===== src/verilog/crafe_pkg.sv =====
// constants and types of the fieldbus register access front end
// Overview of operation
// - user index minus 0x2001 gives the internal register number
// - float registers travel as 32-bit single precision words
// - 0xFF00 to remote register requests remote, 0x0000 returns local
// - set-value writes refused unless remote control was granted
// - set values are percent codes, 0x0000 is 0 and 0xCCCC is 100
// - accepted set values are quantised to 26214 effective steps
// - at most four data bytes per message, one point value each
// - each point value is checked against full scale 0xCCCC when written
// - writing 0xFF00 to submit copies loaded points, arms generator if a mode is selected
// - generator uses zero or submitted data, never unsubmitted points
// - point data refused until voltage or current mode selected
// - 99 points at indexes 0x2385 onward, eight values by sub-index
// - writing 0x0000 to the chosen select register leaves the generator
// - distinct aborts for missing object, bad command, missing sub-index, access
// - distinct aborts for too much data, too little, out of range
// - aborts for state conflict; out of memory and general error codes defined, never raised
// - raw link: first two bytes pick register, identifier picks write or read
// - base id writes, base plus one queries, base plus two responses
// - errors on base or query id frames send an unsolicited response on the response id
// - query and response ids follow the base id
// - broadcast id accepts writes only, never queries or answers
// - error response carries register 65535 and a one-byte code
package crafe_pkg;
	localparam logic [15:0] CRAFE_INDEX_OFFSET = 16'h2001;
	localparam logic [15:0] CRAFE_IDX_NOMINAL_V = 16'h207A;
	localparam logic [15:0] CRAFE_IDX_REMOTE = 16'h2193;
	localparam logic [15:0] CRAFE_IDX_SETV = 16'h21F5;
	localparam logic [15:0] CRAFE_IDX_SETI = 16'h21F6;
	localparam logic [15:0] CRAFE_IDX_GLIM_V = 16'h21F5;
	localparam logic [15:0] CRAFE_IDX_GLIM_I = 16'h21F6;
	localparam logic [15:0] CRAFE_IDX_GLIM_P = 16'h21F7;
	localparam logic [15:0] CRAFE_IDX_GEN_RUN = 16'h2353;
	localparam logic [15:0] CRAFE_IDX_GEN_VSEL = 16'h2354;
	localparam logic [15:0] CRAFE_IDX_GEN_ISEL = 16'h2355;
	localparam logic [15:0] CRAFE_IDX_SEQ_START = 16'h235C;
	localparam logic [15:0] CRAFE_IDX_SEQ_END = 16'h235D;
	localparam logic [15:0] CRAFE_IDX_SUBMIT = 16'h235F;
	localparam logic [15:0] CRAFE_IDX_REPEAT = 16'h0861;
	localparam logic [15:0] CRAFE_IDX_PT_FIRST = 16'h2385;
	localparam logic [15:0] CRAFE_IDX_PT_LAST = 16'h29A5;
	localparam int CRAFE_POINTS = 99;
	localparam int CRAFE_PT_VALUES = 8;
	localparam logic [7:0] CRAFE_PT_STRIDE = 8'h10;
	localparam logic [15:0] CRAFE_CODE_ON = 16'hFF00;
	localparam logic [15:0] CRAFE_CODE_OFF = 16'h0000;
	localparam logic [15:0] CRAFE_FULL_SCALE = 16'hCCCC;
	localparam logic [15:0] CRAFE_REG_ERROR = 16'hFFFF;
	localparam logic [31:0] CRAFE_AB_NO_OBJ = 32'h06020000;
	localparam logic [31:0] CRAFE_AB_NO_CMD = 32'h06040043;
	localparam logic [31:0] CRAFE_AB_NO_SUB = 32'h06099911;
	localparam logic [31:0] CRAFE_AB_ACCESS = 32'h06010002;
	localparam logic [31:0] CRAFE_AB_TOO_MUCH = 32'h06070012;
	localparam logic [31:0] CRAFE_AB_TOO_LITTLE = 32'h06070013;
	localparam logic [31:0] CRAFE_AB_RANGE = 32'h06090030;
	localparam logic [31:0] CRAFE_AB_STATE = 32'h08000022;
	localparam logic [31:0] CRAFE_AB_MEMORY = 32'h05040005;
	localparam logic [31:0] CRAFE_AB_GENERAL = 32'h0800000;
	localparam logic [7:0] CRAFE_EC_NONE = 8'h00;
	localparam logic [7:0] CRAFE_EC_FUNC = 8'h01;
	localparam logic [7:0] CRAFE_EC_ADDR = 8'h02;
	localparam logic [7:0] CRAFE_EC_VALUE = 8'h03;
	localparam logic [7:0] CRAFE_EC_STATE = 8'h04;
	localparam logic [10:0] CRAFE_BASE_ID_RST = 11'h000;
	localparam logic [10:0] CRAFE_BCAST_ID_RST = 11'h7FF;
	typedef enum logic [1:0] {
		CRAFE_OP_WRITE = 2'b00,
		CRAFE_OP_READ = 2'b01,
		CRAFE_OP_BAD = 2'b10
	} crafe_op_t;
endpackage


===== src/verilog/crafe_top.sv =====
// register access front end: object dictionary and raw identifier paths
`timescale 1ns/1ps
module crafe_top (
	// clock and reset
	input wire logic clk,
	input wire logic sys_rst,
	// object dictionary request
	input wire logic od_req,
	input wire crafe_pkg::crafe_op_t od_op,
	input wire logic [15:0] od_index,
	input wire logic [7:0] od_sub,
	input wire logic [2:0] od_len,
	input wire logic [31:0] od_wdata,
	// object dictionary answer
	output logic od_done,
	output logic od_abort,
	output logic [31:0] od_abort_code,
	output logic [31:0] od_rdata,
	// raw frame receive
	input wire logic rx_valid,
	input wire logic [10:0] rx_id,
	input wire logic [3:0] rx_dlc,
	input wire logic [63:0] rx_data,
	// raw frame transmit
	output logic tx_valid,
	output logic [10:0] tx_id,
	output logic [3:0] tx_dlc,
	output logic [63:0] tx_data,
	// identifier configuration
	input wire logic cfg_we,
	input wire logic [10:0] cfg_base_id,
	input wire logic [10:0] cfg_bcast_id,
	// device side
	input wire logic [31:0] nominal_v_float,
	input wire logic remote_allowed,
	output logic remote_active,
	output logic [15:0] set_voltage,
	output logic [15:0] set_current,
	output logic gen_armed,
	output logic gen_run,
	output logic gen_on_current,
	output logic [15:0] gen_start_point,
	output logic [15:0] gen_end_point,
	output logic [15:0] gen_repeat,
	output logic [15:0] gen_vlimit,
	output logic [15:0] gen_ilimit,
	output logic [15:0] gen_plimit
);
	import crafe_pkg::*;

	typedef struct packed {
		logic od_done;
		logic od_abort;
		logic [31:0] od_abort_code;
		logic [31:0] od_rdata;
		logic tx_valid;
		logic [10:0] tx_id;
		logic [3:0] tx_dlc;
		logic [63:0] tx_data;
		logic [10:0] base_id;
		logic [10:0] bcast_id;
		logic remote;
		logic vsel;
		logic isel;
		logic armed;
		logic run;
		logic [15:0] start_pt;
		logic [15:0] end_pt;
		logic [15:0] repeat_cnt;
		logic [15:0] vlim;
		logic [15:0] ilim;
		logic [15:0] plim;
	} crafe_state_t;

	crafe_state_t state_reg;
	crafe_state_t state_next;

	// sequence point storage: loaded and submitted copies
	logic [15:0] load_mem [0:CRAFE_POINTS*CRAFE_PT_VALUES-1];
	logic [15:0] live_mem [0:CRAFE_POINTS*CRAFE_PT_VALUES-1];

	// shared access decode, one request per cycle, object path first
	logic acc_valid;
	logic acc_write;
	logic acc_raw;
	logic acc_bcast;
	logic [15:0] acc_reg;
	logic [7:0] acc_sub;
	logic [15:0] acc_val;
	logic [2:0] acc_len;
	logic [15:0] acc_index;
	logic pt_hit;
	logic [15:0] pt_off;
	logic [9:0] pt_addr;
	logic [15:0] quant;
	logic [15:0] rd_val;
	logic [31:0] ab_code;
	logic [7:0] ec_code;
	logic pt_write;
	logic submit;

	always_comb begin
		acc_raw = 1'b0;
		acc_bcast = 1'b0;
		acc_valid = od_req;
		acc_write = (od_op == CRAFE_OP_WRITE);
		acc_index = od_index;
		acc_sub = od_sub;
		acc_val = od_wdata[15:0];
		acc_len = od_len;
		if (!od_req && rx_valid) begin
			// identifier picks direction, first two bytes pick register
			acc_raw = 1'b1;
			acc_sub = rx_data[23:16];
			acc_val = rx_data[39:24];
			acc_len = 3'd2;
			acc_index = 16'(rx_data[15:0] + CRAFE_INDEX_OFFSET);
			acc_bcast = (rx_id == state_reg.bcast_id);
			acc_valid = (rx_id == state_reg.base_id) || (rx_id == state_reg.base_id + 11'h001) || acc_bcast;
			acc_write = (rx_id == state_reg.base_id) || acc_bcast;
		end
		acc_reg = acc_index - CRAFE_INDEX_OFFSET;
	end

	// point index decode, sub-index 1..8 selects the value
	always_comb begin
		pt_off = acc_index - CRAFE_IDX_PT_FIRST;
		pt_hit = (acc_index >= CRAFE_IDX_PT_FIRST) && (acc_index <= CRAFE_IDX_PT_LAST)
			&& (pt_off[3:0] == 4'h0) && (pt_off[15:4] < 12'(CRAFE_POINTS));
		pt_addr = 10'({pt_off[10:4], 3'b000} + {7'h00, 3'(acc_sub - 8'h01)});
		quant = {acc_val[15:1], 1'b0};
	end

	// register read mux
	always_comb begin
		rd_val = 16'h0000;
		unique case (acc_index)
			CRAFE_IDX_REMOTE: rd_val = state_reg.remote ? CRAFE_CODE_ON : CRAFE_CODE_OFF;
			CRAFE_IDX_GLIM_V: rd_val = state_reg.vlim;
			CRAFE_IDX_GLIM_I: rd_val = state_reg.ilim;
			CRAFE_IDX_GLIM_P: rd_val = state_reg.plim;
			CRAFE_IDX_GEN_RUN: rd_val = state_reg.run ? CRAFE_CODE_ON : CRAFE_CODE_OFF;
			CRAFE_IDX_GEN_VSEL: rd_val = state_reg.vsel ? CRAFE_CODE_ON : CRAFE_CODE_OFF;
			CRAFE_IDX_GEN_ISEL: rd_val = state_reg.isel ? CRAFE_CODE_ON : CRAFE_CODE_OFF;
			CRAFE_IDX_SEQ_START: rd_val = state_reg.start_pt;
			CRAFE_IDX_SEQ_END: rd_val = state_reg.end_pt;
			CRAFE_IDX_REPEAT: rd_val = state_reg.repeat_cnt;
			default: rd_val = 16'h0000;
		endcase
	end

	// access check, abort code selection
	always_comb begin
		ab_code = 32'h0000_0000;
		ec_code = CRAFE_EC_NONE;
		pt_write = 1'b0;
		submit = 1'b0;
		if (acc_valid) begin
			if (!acc_raw && od_op == CRAFE_OP_BAD) begin
				ab_code = CRAFE_AB_NO_CMD;
				ec_code = CRAFE_EC_FUNC;
			end else if (pt_hit) begin
				if (!acc_write) begin
					ab_code = CRAFE_AB_ACCESS;
					ec_code = CRAFE_EC_FUNC;
				end else if (acc_sub == 8'h00 || acc_sub > 8'(CRAFE_PT_VALUES)) begin
					ab_code = CRAFE_AB_NO_SUB;
					ec_code = CRAFE_EC_ADDR;
				end else if (acc_len > 3'd4) begin
					ab_code = CRAFE_AB_TOO_MUCH;
					ec_code = CRAFE_EC_VALUE;
				end else if (acc_len < 3'd2) begin
					ab_code = CRAFE_AB_TOO_LITTLE;
					ec_code = CRAFE_EC_VALUE;
				end else if (!state_reg.vsel && !state_reg.isel) begin
					ab_code = CRAFE_AB_STATE;
					ec_code = CRAFE_EC_STATE;
				end else if (acc_val > CRAFE_FULL_SCALE) begin
					ab_code = CRAFE_AB_RANGE;
					ec_code = CRAFE_EC_VALUE;
				end else begin
					pt_write = 1'b1;
				end
			end else if (acc_write) begin
				if (acc_len > 3'd4) begin
					ab_code = CRAFE_AB_TOO_MUCH;
					ec_code = CRAFE_EC_VALUE;
				end else if (acc_len < 3'd2) begin
					ab_code = CRAFE_AB_TOO_LITTLE;
					ec_code = CRAFE_EC_VALUE;
				end else begin
					unique case (acc_index)
						CRAFE_IDX_NOMINAL_V: begin
							ab_code = CRAFE_AB_ACCESS;
							ec_code = CRAFE_EC_FUNC;
						end
						CRAFE_IDX_REMOTE: begin
							if (acc_val != CRAFE_CODE_ON && acc_val != CRAFE_CODE_OFF) begin
								ab_code = CRAFE_AB_RANGE;
								ec_code = CRAFE_EC_VALUE;
							end else if (acc_val == CRAFE_CODE_ON && !remote_allowed) begin
								ab_code = CRAFE_AB_STATE;
								ec_code = CRAFE_EC_STATE;
							end
						end
						CRAFE_IDX_SUBMIT: begin
							if (!state_reg.remote) begin
								ab_code = CRAFE_AB_STATE;
								ec_code = CRAFE_EC_STATE;
							end else if (acc_val == CRAFE_CODE_ON) begin
								submit = 1'b1;
							end
						end
						CRAFE_IDX_GLIM_V, CRAFE_IDX_GLIM_I, CRAFE_IDX_GLIM_P, CRAFE_IDX_GEN_RUN,
						CRAFE_IDX_GEN_VSEL, CRAFE_IDX_GEN_ISEL, CRAFE_IDX_SEQ_START, CRAFE_IDX_SEQ_END,
						CRAFE_IDX_REPEAT: begin
							if (!state_reg.remote) begin
								ab_code = CRAFE_AB_STATE;
								ec_code = CRAFE_EC_STATE;
							end else if (acc_val > CRAFE_FULL_SCALE && acc_index != CRAFE_IDX_GEN_RUN
								&& acc_index != CRAFE_IDX_GEN_VSEL && acc_index != CRAFE_IDX_GEN_ISEL
								&& acc_index != CRAFE_IDX_REPEAT && acc_index != CRAFE_IDX_SEQ_START
								&& acc_index != CRAFE_IDX_SEQ_END) begin
								ab_code = CRAFE_AB_RANGE;
								ec_code = CRAFE_EC_VALUE;
							end
						end
						default: begin
							ab_code = CRAFE_AB_NO_OBJ;
							ec_code = CRAFE_EC_ADDR;
						end
					endcase
				end
			end else if (acc_index == CRAFE_IDX_SUBMIT) begin
				ab_code = CRAFE_AB_ACCESS;
				ec_code = CRAFE_EC_FUNC;
			end else if (acc_index != CRAFE_IDX_NOMINAL_V && acc_index != CRAFE_IDX_REMOTE
				&& acc_index != CRAFE_IDX_SETV && acc_index != CRAFE_IDX_GLIM_I
				&& acc_index != CRAFE_IDX_GLIM_P && acc_index != CRAFE_IDX_GEN_RUN
				&& acc_index != CRAFE_IDX_GEN_VSEL && acc_index != CRAFE_IDX_GEN_ISEL
				&& acc_index != CRAFE_IDX_SEQ_START && acc_index != CRAFE_IDX_SEQ_END
				&& acc_index != CRAFE_IDX_REPEAT) begin
				ab_code = CRAFE_AB_NO_OBJ;
				ec_code = CRAFE_EC_ADDR;
			end
		end
	end

	// next state
	always_comb begin
		state_next = state_reg;
		state_next.od_done = 1'b0;
		state_next.tx_valid = 1'b0;
		if (cfg_we) begin
			state_next.base_id = cfg_base_id;
			state_next.bcast_id = cfg_bcast_id;
		end
		if (acc_valid) begin
			if (!acc_raw) begin
				state_next.od_done = 1'b1;
				state_next.od_abort = (ab_code != 32'h0000_0000);
				state_next.od_abort_code = ab_code;
				state_next.od_rdata = (acc_index == CRAFE_IDX_NOMINAL_V) ? nominal_v_float : {16'h0000, rd_val};
			end else if (ec_code != CRAFE_EC_NONE && !acc_bcast) begin
				state_next.tx_valid = 1'b1;
				state_next.tx_id = state_reg.base_id + 11'h002;
				state_next.tx_dlc = 4'h3;
				state_next.tx_data = {40'h00_0000_0000, ec_code, CRAFE_REG_ERROR};
			end else if (!acc_write && !acc_bcast) begin
				state_next.tx_valid = 1'b1;
				state_next.tx_id = state_reg.base_id + 11'h002;
				state_next.tx_dlc = 4'h6;
				state_next.tx_data = {16'h0000, (acc_index == CRAFE_IDX_NOMINAL_V) ? nominal_v_float
					: {16'h0000, rd_val}, acc_reg};
			end
			if (acc_write && ab_code == 32'h0000_0000) begin
				unique case (acc_index)
					CRAFE_IDX_REMOTE: state_next.remote = (acc_val == CRAFE_CODE_ON);
					CRAFE_IDX_GLIM_V: state_next.vlim = quant;
					CRAFE_IDX_GLIM_I: state_next.ilim = quant;
					CRAFE_IDX_GLIM_P: state_next.plim = quant;
					CRAFE_IDX_GEN_RUN: state_next.run = state_reg.armed && (acc_val == CRAFE_CODE_ON);
					CRAFE_IDX_GEN_VSEL: state_next.vsel = (acc_val != CRAFE_CODE_OFF);
					CRAFE_IDX_GEN_ISEL: state_next.isel = (acc_val != CRAFE_CODE_OFF);
					CRAFE_IDX_SEQ_START: state_next.start_pt = acc_val;
					CRAFE_IDX_SEQ_END: state_next.end_pt = acc_val;
					CRAFE_IDX_REPEAT: state_next.repeat_cnt = acc_val;
					default: ;
				endcase
				if (submit) begin
					state_next.armed = 1'b1;
				end
			end
		end
		if (!state_next.vsel && !state_next.isel) begin
			state_next.armed = 1'b0;
			state_next.run = 1'b0;
		end
	end

	always_ff @(posedge clk or posedge sys_rst) begin
		if (sys_rst) begin
			state_reg <= '0;
			state_reg.base_id <= CRAFE_BASE_ID_RST;
			state_reg.bcast_id <= CRAFE_BCAST_ID_RST;
		end else begin
			state_reg <= state_next;
		end
	end

	// point storage, submitted copy feeds the generator only
	genvar gi;
	generate
		for (gi = 0; gi < CRAFE_POINTS * CRAFE_PT_VALUES; gi++) begin : g_pt
			always_ff @(posedge clk or posedge sys_rst) begin
				if (sys_rst) begin
					load_mem[gi] <= 16'h0000;
					live_mem[gi] <= 16'h0000;
				end else begin
					if (pt_write && pt_addr == 10'(gi)) begin
						load_mem[gi] <= acc_val;
					end
					if (submit) begin
						live_mem[gi] <= load_mem[gi];
					end
				end
			end
		end
	endgenerate

	assign od_done = state_reg.od_done;
	assign od_abort = state_reg.od_abort;
	assign od_abort_code = state_reg.od_abort_code;
	assign od_rdata = state_reg.od_rdata;
	assign tx_valid = state_reg.tx_valid;
	assign tx_id = state_reg.tx_id;
	assign tx_dlc = state_reg.tx_dlc;
	assign tx_data = state_reg.tx_data;
	assign remote_active = state_reg.remote;
	assign set_voltage = state_reg.vlim;
	assign set_current = state_reg.ilim;
	assign gen_armed = state_reg.armed;
	assign gen_run = state_reg.run;
	assign gen_on_current = state_reg.isel;
	assign gen_start_point = state_reg.start_pt;
	assign gen_end_point = state_reg.end_pt;
	assign gen_repeat = state_reg.repeat_cnt;
	assign gen_vlimit = state_reg.vlim;
	assign gen_ilimit = state_reg.ilim;
	assign gen_plimit = state_reg.plim;
endmodule


===== config.mk =====
export PLATFORM = sky130hd
export DESIGN_NAME = crafe_top
export DESIGN_NICKNAME = d
export VERILOG_FILES = /design/src/verilog/crafe_pkg.sv /design/src/verilog/crafe_top.sv
export SDC_FILE = /design/constraint.sdc
export NUM_CORES = 1
export LEC_CHECK = 0
export BUFFER_PORTS_ARGS = -buffer_cell sky130_fd_sc_hd__buf_2
export CAP_MARGIN = 5
export CORE_AREA = 4 4 186 188
export DETAILED_ROUTE_END_ITERATION = 16
export DIE_AREA = 0 0 190 192
export GPL_TIMING_DRIVEN = 0
export PLACE_DENSITY = 0.81
export SLEW_MARGIN = 20
export SYNTH_ARGS = -nofsm -noshare
export SYNTH_HDL_FRONTEND = slang
export SYNTH_SLANG_ARGS = --single-unit

===== constraint.sdc =====
create_clock -name clk -period 11.4 [get_ports clk]
set_input_delay 1.14 -clock clk [delete_from_list [all_inputs] [get_ports clk]]
set_output_delay 1.14 -clock clk [all_outputs]
set_load 0.01 [all_outputs]

* Word level (Yosys, flattened, before mapping)
Index checks and enable logic that the tools add are counted. W data, S select, Z words.
Word-level totals: register bits after elaboration 266, input port bits 200, output and inout port bits 278, logic and storage cells 210
Cells by class: add/subtract/negate cells 5, magnitude comparators 7, equality and inequality tests 29, mux-type cells 81, bitwise logic cells 1, reduce and logical (&&, ||, !) cells 66
Operator list (count):
- $mux W28 | 11
- $mux W80 | 3
- $mux W100 | 2
- $mux W16 | 12
- $eq A16 B14 Y1 const B | 11
- $mux W32 | 5
- $ne A16 B14 Y1 const B | 10
- $pmux W16 S10 | 1
- $mux W146 | 1
- $pmux W28 S4 | 1
- $mux W27 | 4
- $mux W66 | 1
- $mux W8 | 5
- $mux W3 | 12
- $eq A11 B11 Y1 | 3
- $logic_not A32 Y1 | 1
- $reduce_bool A32 Y1 | 1
- $sub A16 B14 Y16 const B | 2
- $reduce_and A3 Y1 | 10
- $logic_and A1 B1 Y1 | 29
- $mux W1 | 17
- $add A16 B14 Y16 const B | 1
- $eq A16 B12 Y1 const B | 1
- $eq A16 B16 Y1 const B | 1
- 25 further kinds | 44

* Depth between registers and ports, before layout
depth after elaboration 28, gate-level depth with buffers 24, depth with buffers taken out 16

* Worst setup path after synthesis
No wires, ideal clock.
path kind input to register, start input port rx_valid, end register state_reg, in the netlist gen_end_point[0], setup time 125 ps, data arrival time 5546 ps, data required time 11275 ps, slack 5729 ps, cell stages on the path 23, buffers on the path 9, cell sequence nor2b_1 -> buf_2 -> buf_2 -> buf_4 -> buf_2 -> buf_1 -> buf_1 -> nand2_1 -> nand2_1 -> inv_1 -> ha_1 -> or3_1 -> a21oi_1 -> o221ai_1 -> nor4b_1 -> and2_1 -> buf_2 -> o2111ai_1 -> nand4b_4 -> nor2b_1 -> buf_2 -> buf_4 -> mux2_2
On the way: longest elaborated chain between the ends 22, elaborated cells between the ends (all ways) 91, those cells by class 1 x add/sub; 7 x order compare; 25 x eq/ne; 26 x mux; 32 x reduce/logical
Ends and longest elaborated chain:
- start: declaration | RTL line crafe_top.sv:20 | input wire logic rx_valid,
- $logic_and A1 B1 Y1 (*) | RTL line crafe_top.sv:111 | if (!od_req && rx_valid) begin
- parallel branches: the longest is 21 deep, another holds $gt A16 B16 Y1
- end signal: assignment | RTL line crafe_top.sv:307 | state_reg <= state_next;
- end: declaration | RTL line crafe_top.sv:75 | crafe_state_t state_reg;
Every way passes the cells marked *. A chain may end at the register's enable or synchronous reset.

* Worst setup path in the final report
start input port rx_valid, end register state_reg, in the netlist gen_repeat[6]
Same word-level chain as after synthesis.

==> impl_results.md <==
- Power Dens Cells: 112 nW/um2
- GRT Overall Usage: 26.4%
- Vias: 13100
- Detail Route Antenna Nets: 0
- Post-CTS setup buffers: 0
- Number of flip-flops in the largest register: 48
- Top post-synthesis cells by area: dfrtp_1, buf_4, mux2_2
- Area of the mapped netlist: 14400 um2
- Dpl hpwl: 39500 um
- Crit Path Category: in2reg
- Pins over their slew limit: 0
- Crit-path max FO: 10
- Clock tree buffer depth: 3
- First-pass GRT wire length: 75300 um
- Commonest non-fill, non-tap cells in the layout: buf_2, buf_4, dfrtp_1
- # setup viols final: 0
- Die Wd: 190 um
- Clock Sinks: 229
- Per-cell routed wire length: 21.2 um
- Critical Path RT: 11.84 ns
- Total core area: ~33000 um2
- GRT overflow: 0
- Post-CTS Hold Fix Bufs: 0
- Die area: 36500 um2
- Status: finished, final reports clean
- Clock slew at reported path FFs: 0.06 ns
- CTS resizes: 0
- TritonCTS Buffers: 26
- Post-synthesis sequential area ratio: 39.8%
- Reg2Reg Depth: 13
- Setup_tns: 0 ns
- Antenna violations before repair: 3
- Vias in the first global route: around 13000
- Area grow syn2layout: 25.4%
- Maximum vdd drop: 0.000108 V
- EDFF count, synth: 0
- Setup crit start kind: input port
- Dpl cells: roughly 2300
- Max Freq: 0.133 GHz
- Die Y: 192 um
- Synth area leader: dfrtp_1
- Share of layout cells above drive strength 1: 46.2%
- Port Buf Inserts: 393
- Final nets: approximately 2100
- Final min period: 7.53 ns
- I/O Pins: 478
- Final Cycle Share: 66.1%
- Number of stages on the worst hold path: 1
- Routed WL: ~51000 um
- Max H-tree Level: 1
- Mapped Cells: 1463
- Fill cells: 2908
- GP Congestion: 0.940
- Top cell type's share of synthesized area: 37.8%
- Maximum Capacitance Violations: 0
- Most common cell after layout, fill and taps aside: buf_2
- Rows: 67
- FF+latch count, synth: ~230
- Root buffer cell: clkbuf_16
- Syn avg cell area: 9.87 um2
- Drt first-iter violations: 1004
- Setup crit end kind: flop
- CTS tree: done
- Ys Warns: 0
- LEAKAGE: between 9 and 10 nW
- RSZ-0062 raised after global routing: false
- Synth Flop Type: dfrtp_1
- Via density: between 5 and 6
- First drt pass iteration count: 7
- Power, Total: 2.02 mW
- Fin. Hold Viols: 0
- Clock Skew: approximately 0.021 ns
- Cell variety after synth: just under 90
- Final Non-Filler Cells: ~2400
- Largest net degree at the start of global routing: ~110
- Starting density of the core: between 40% and 50%
- Async SR Flop Fraction: 100%
- Clk_lat worst skew: about 0.55 ns
- DRC errors left: 0
- Slew headroom: 31.9%
- HP Class: reg2reg
- WP data arrival: ~8.0 ns
- Worst-Margin Slew: 1.01 ns
==> cell families after synthesis <==
group / synth area share, %
buffers and inverters: 17.3
AO/OA/AOI/OAI: 13.9
flip-flops: 39.8
multiplexers: 11.7
AND/OR/NAND/NOR: 13.2
adder cells (fa/ha/maj): 0.693
other: 0.0260
XOR/XNOR: 3.34
==> path summary, 6_finish.rpt <==
kind / from / to / slack, ns
setup / recovery: rx_valid / gen_repeat[6]$_DFFE_PP0P_ / 3.87
hold / removal: tx_dlc[1]$_DFFE_PP0P_ / tx_dlc[1]$_DFFE_PP0P_ / 0.47
setup reg to reg: state_reg[119]$_DFFE_PP0P_ / gen_repeat[6]$_DFFE_PP0P_ / 6.50
hold reg to reg: tx_dlc[1]$_DFFE_PP0P_ / tx_dlc[1]$_DFFE_PP0P_ / 0.47
max in group asynchronous: sys_rst / od_rdata[23]$_DFFE_PP0P_ / 9.95
min in group asynchronous: sys_rst / gen_end_point[12]$_DFFE_PP0P_ / 0.58
==> power breakdown <==
group / internal [mW] / switching, mW
clock: 0.551 / 0.361
sequential: 0.832 / 0.0127
combinational: 0.104 / 0.161
==> per-layer routing <==
layer,track usage (%),routed length (um),vias up
met1,35.1,20300,6411
met3,4.40,4430,104
li1,-,-,5891
met4,8.32,1560,2
met5,0,13,-
met2,44.3,24500,689
==> per-stage QoR <==
step	setup WS (ns)	instance area, um2	hold WS, ns	util (%)
6_report	3.87	18100	0.469	54.7
3_3_place_gp	1.60	17100	0.455	51.7
2_1_floorplan	4.00	14600	0.436	-
3_5_place_dp	3.50	17200	0.458	51.9
4_1_cts	4.06	18100	0.474	54.7
5_1_grt	3.53	18100	0.497	54.7
==> layout make-up <==
class,count,area (um2),share of cell area (%)
diodes,2,5.00,0.0276
clock buffers,37,752,4.15
multi-input cells,890,6350,35.0
flip-flops and latches,229,5740,31.7
repair buffers,395,2020,11.2
clock inverters,11,175,0.967
inverters,41,161,0.891
plain buffers,340,2340,12.9
well taps,448,561,3.09
==> synthesized netlist by cell type, drive strengths merged (7+ instances only) <==
cell and n:
a222oi 28, and3 27, o21a 10, dfstp 11, mux2 138, or3 10, mux2i 14, ha 8
nand3 44, o2bb2ai 12, or4 9, xnor2 33, clkbuf 40, a21oi 44, nand4 22, o21ai 64
a2bb2oi 8, nor3 21, inv 41, a32o 17, buf 300, and2 8, nor4 17, dfrtp 218
xor2 22, a31oi 13, nand2 97, nor2 70, o211ai 7
==> worst max-delay path: stages <==
cell and delay (ns):
buf_2 0.17, nor2b_1 0.14, buf_2 0.21, buf_2 0.34
buf_4 0.27, buf_2 0.28, buf_1 0.43, buf_1 0.66
nand2_1 0.11, nand2_1 0.14, inv_1 0.09, ha_1 0.26
or3_1 0.39, a21oi_1 0.17, o221ai_1 0.18, nor4b_1 0.88
nand4_1 0.36, o41ai_4 0.20, nand4b_4 0.32, nor2_2 0.52
buf_4 0.32, mux2_2 0.36
(Power assumes the default switching activity.)
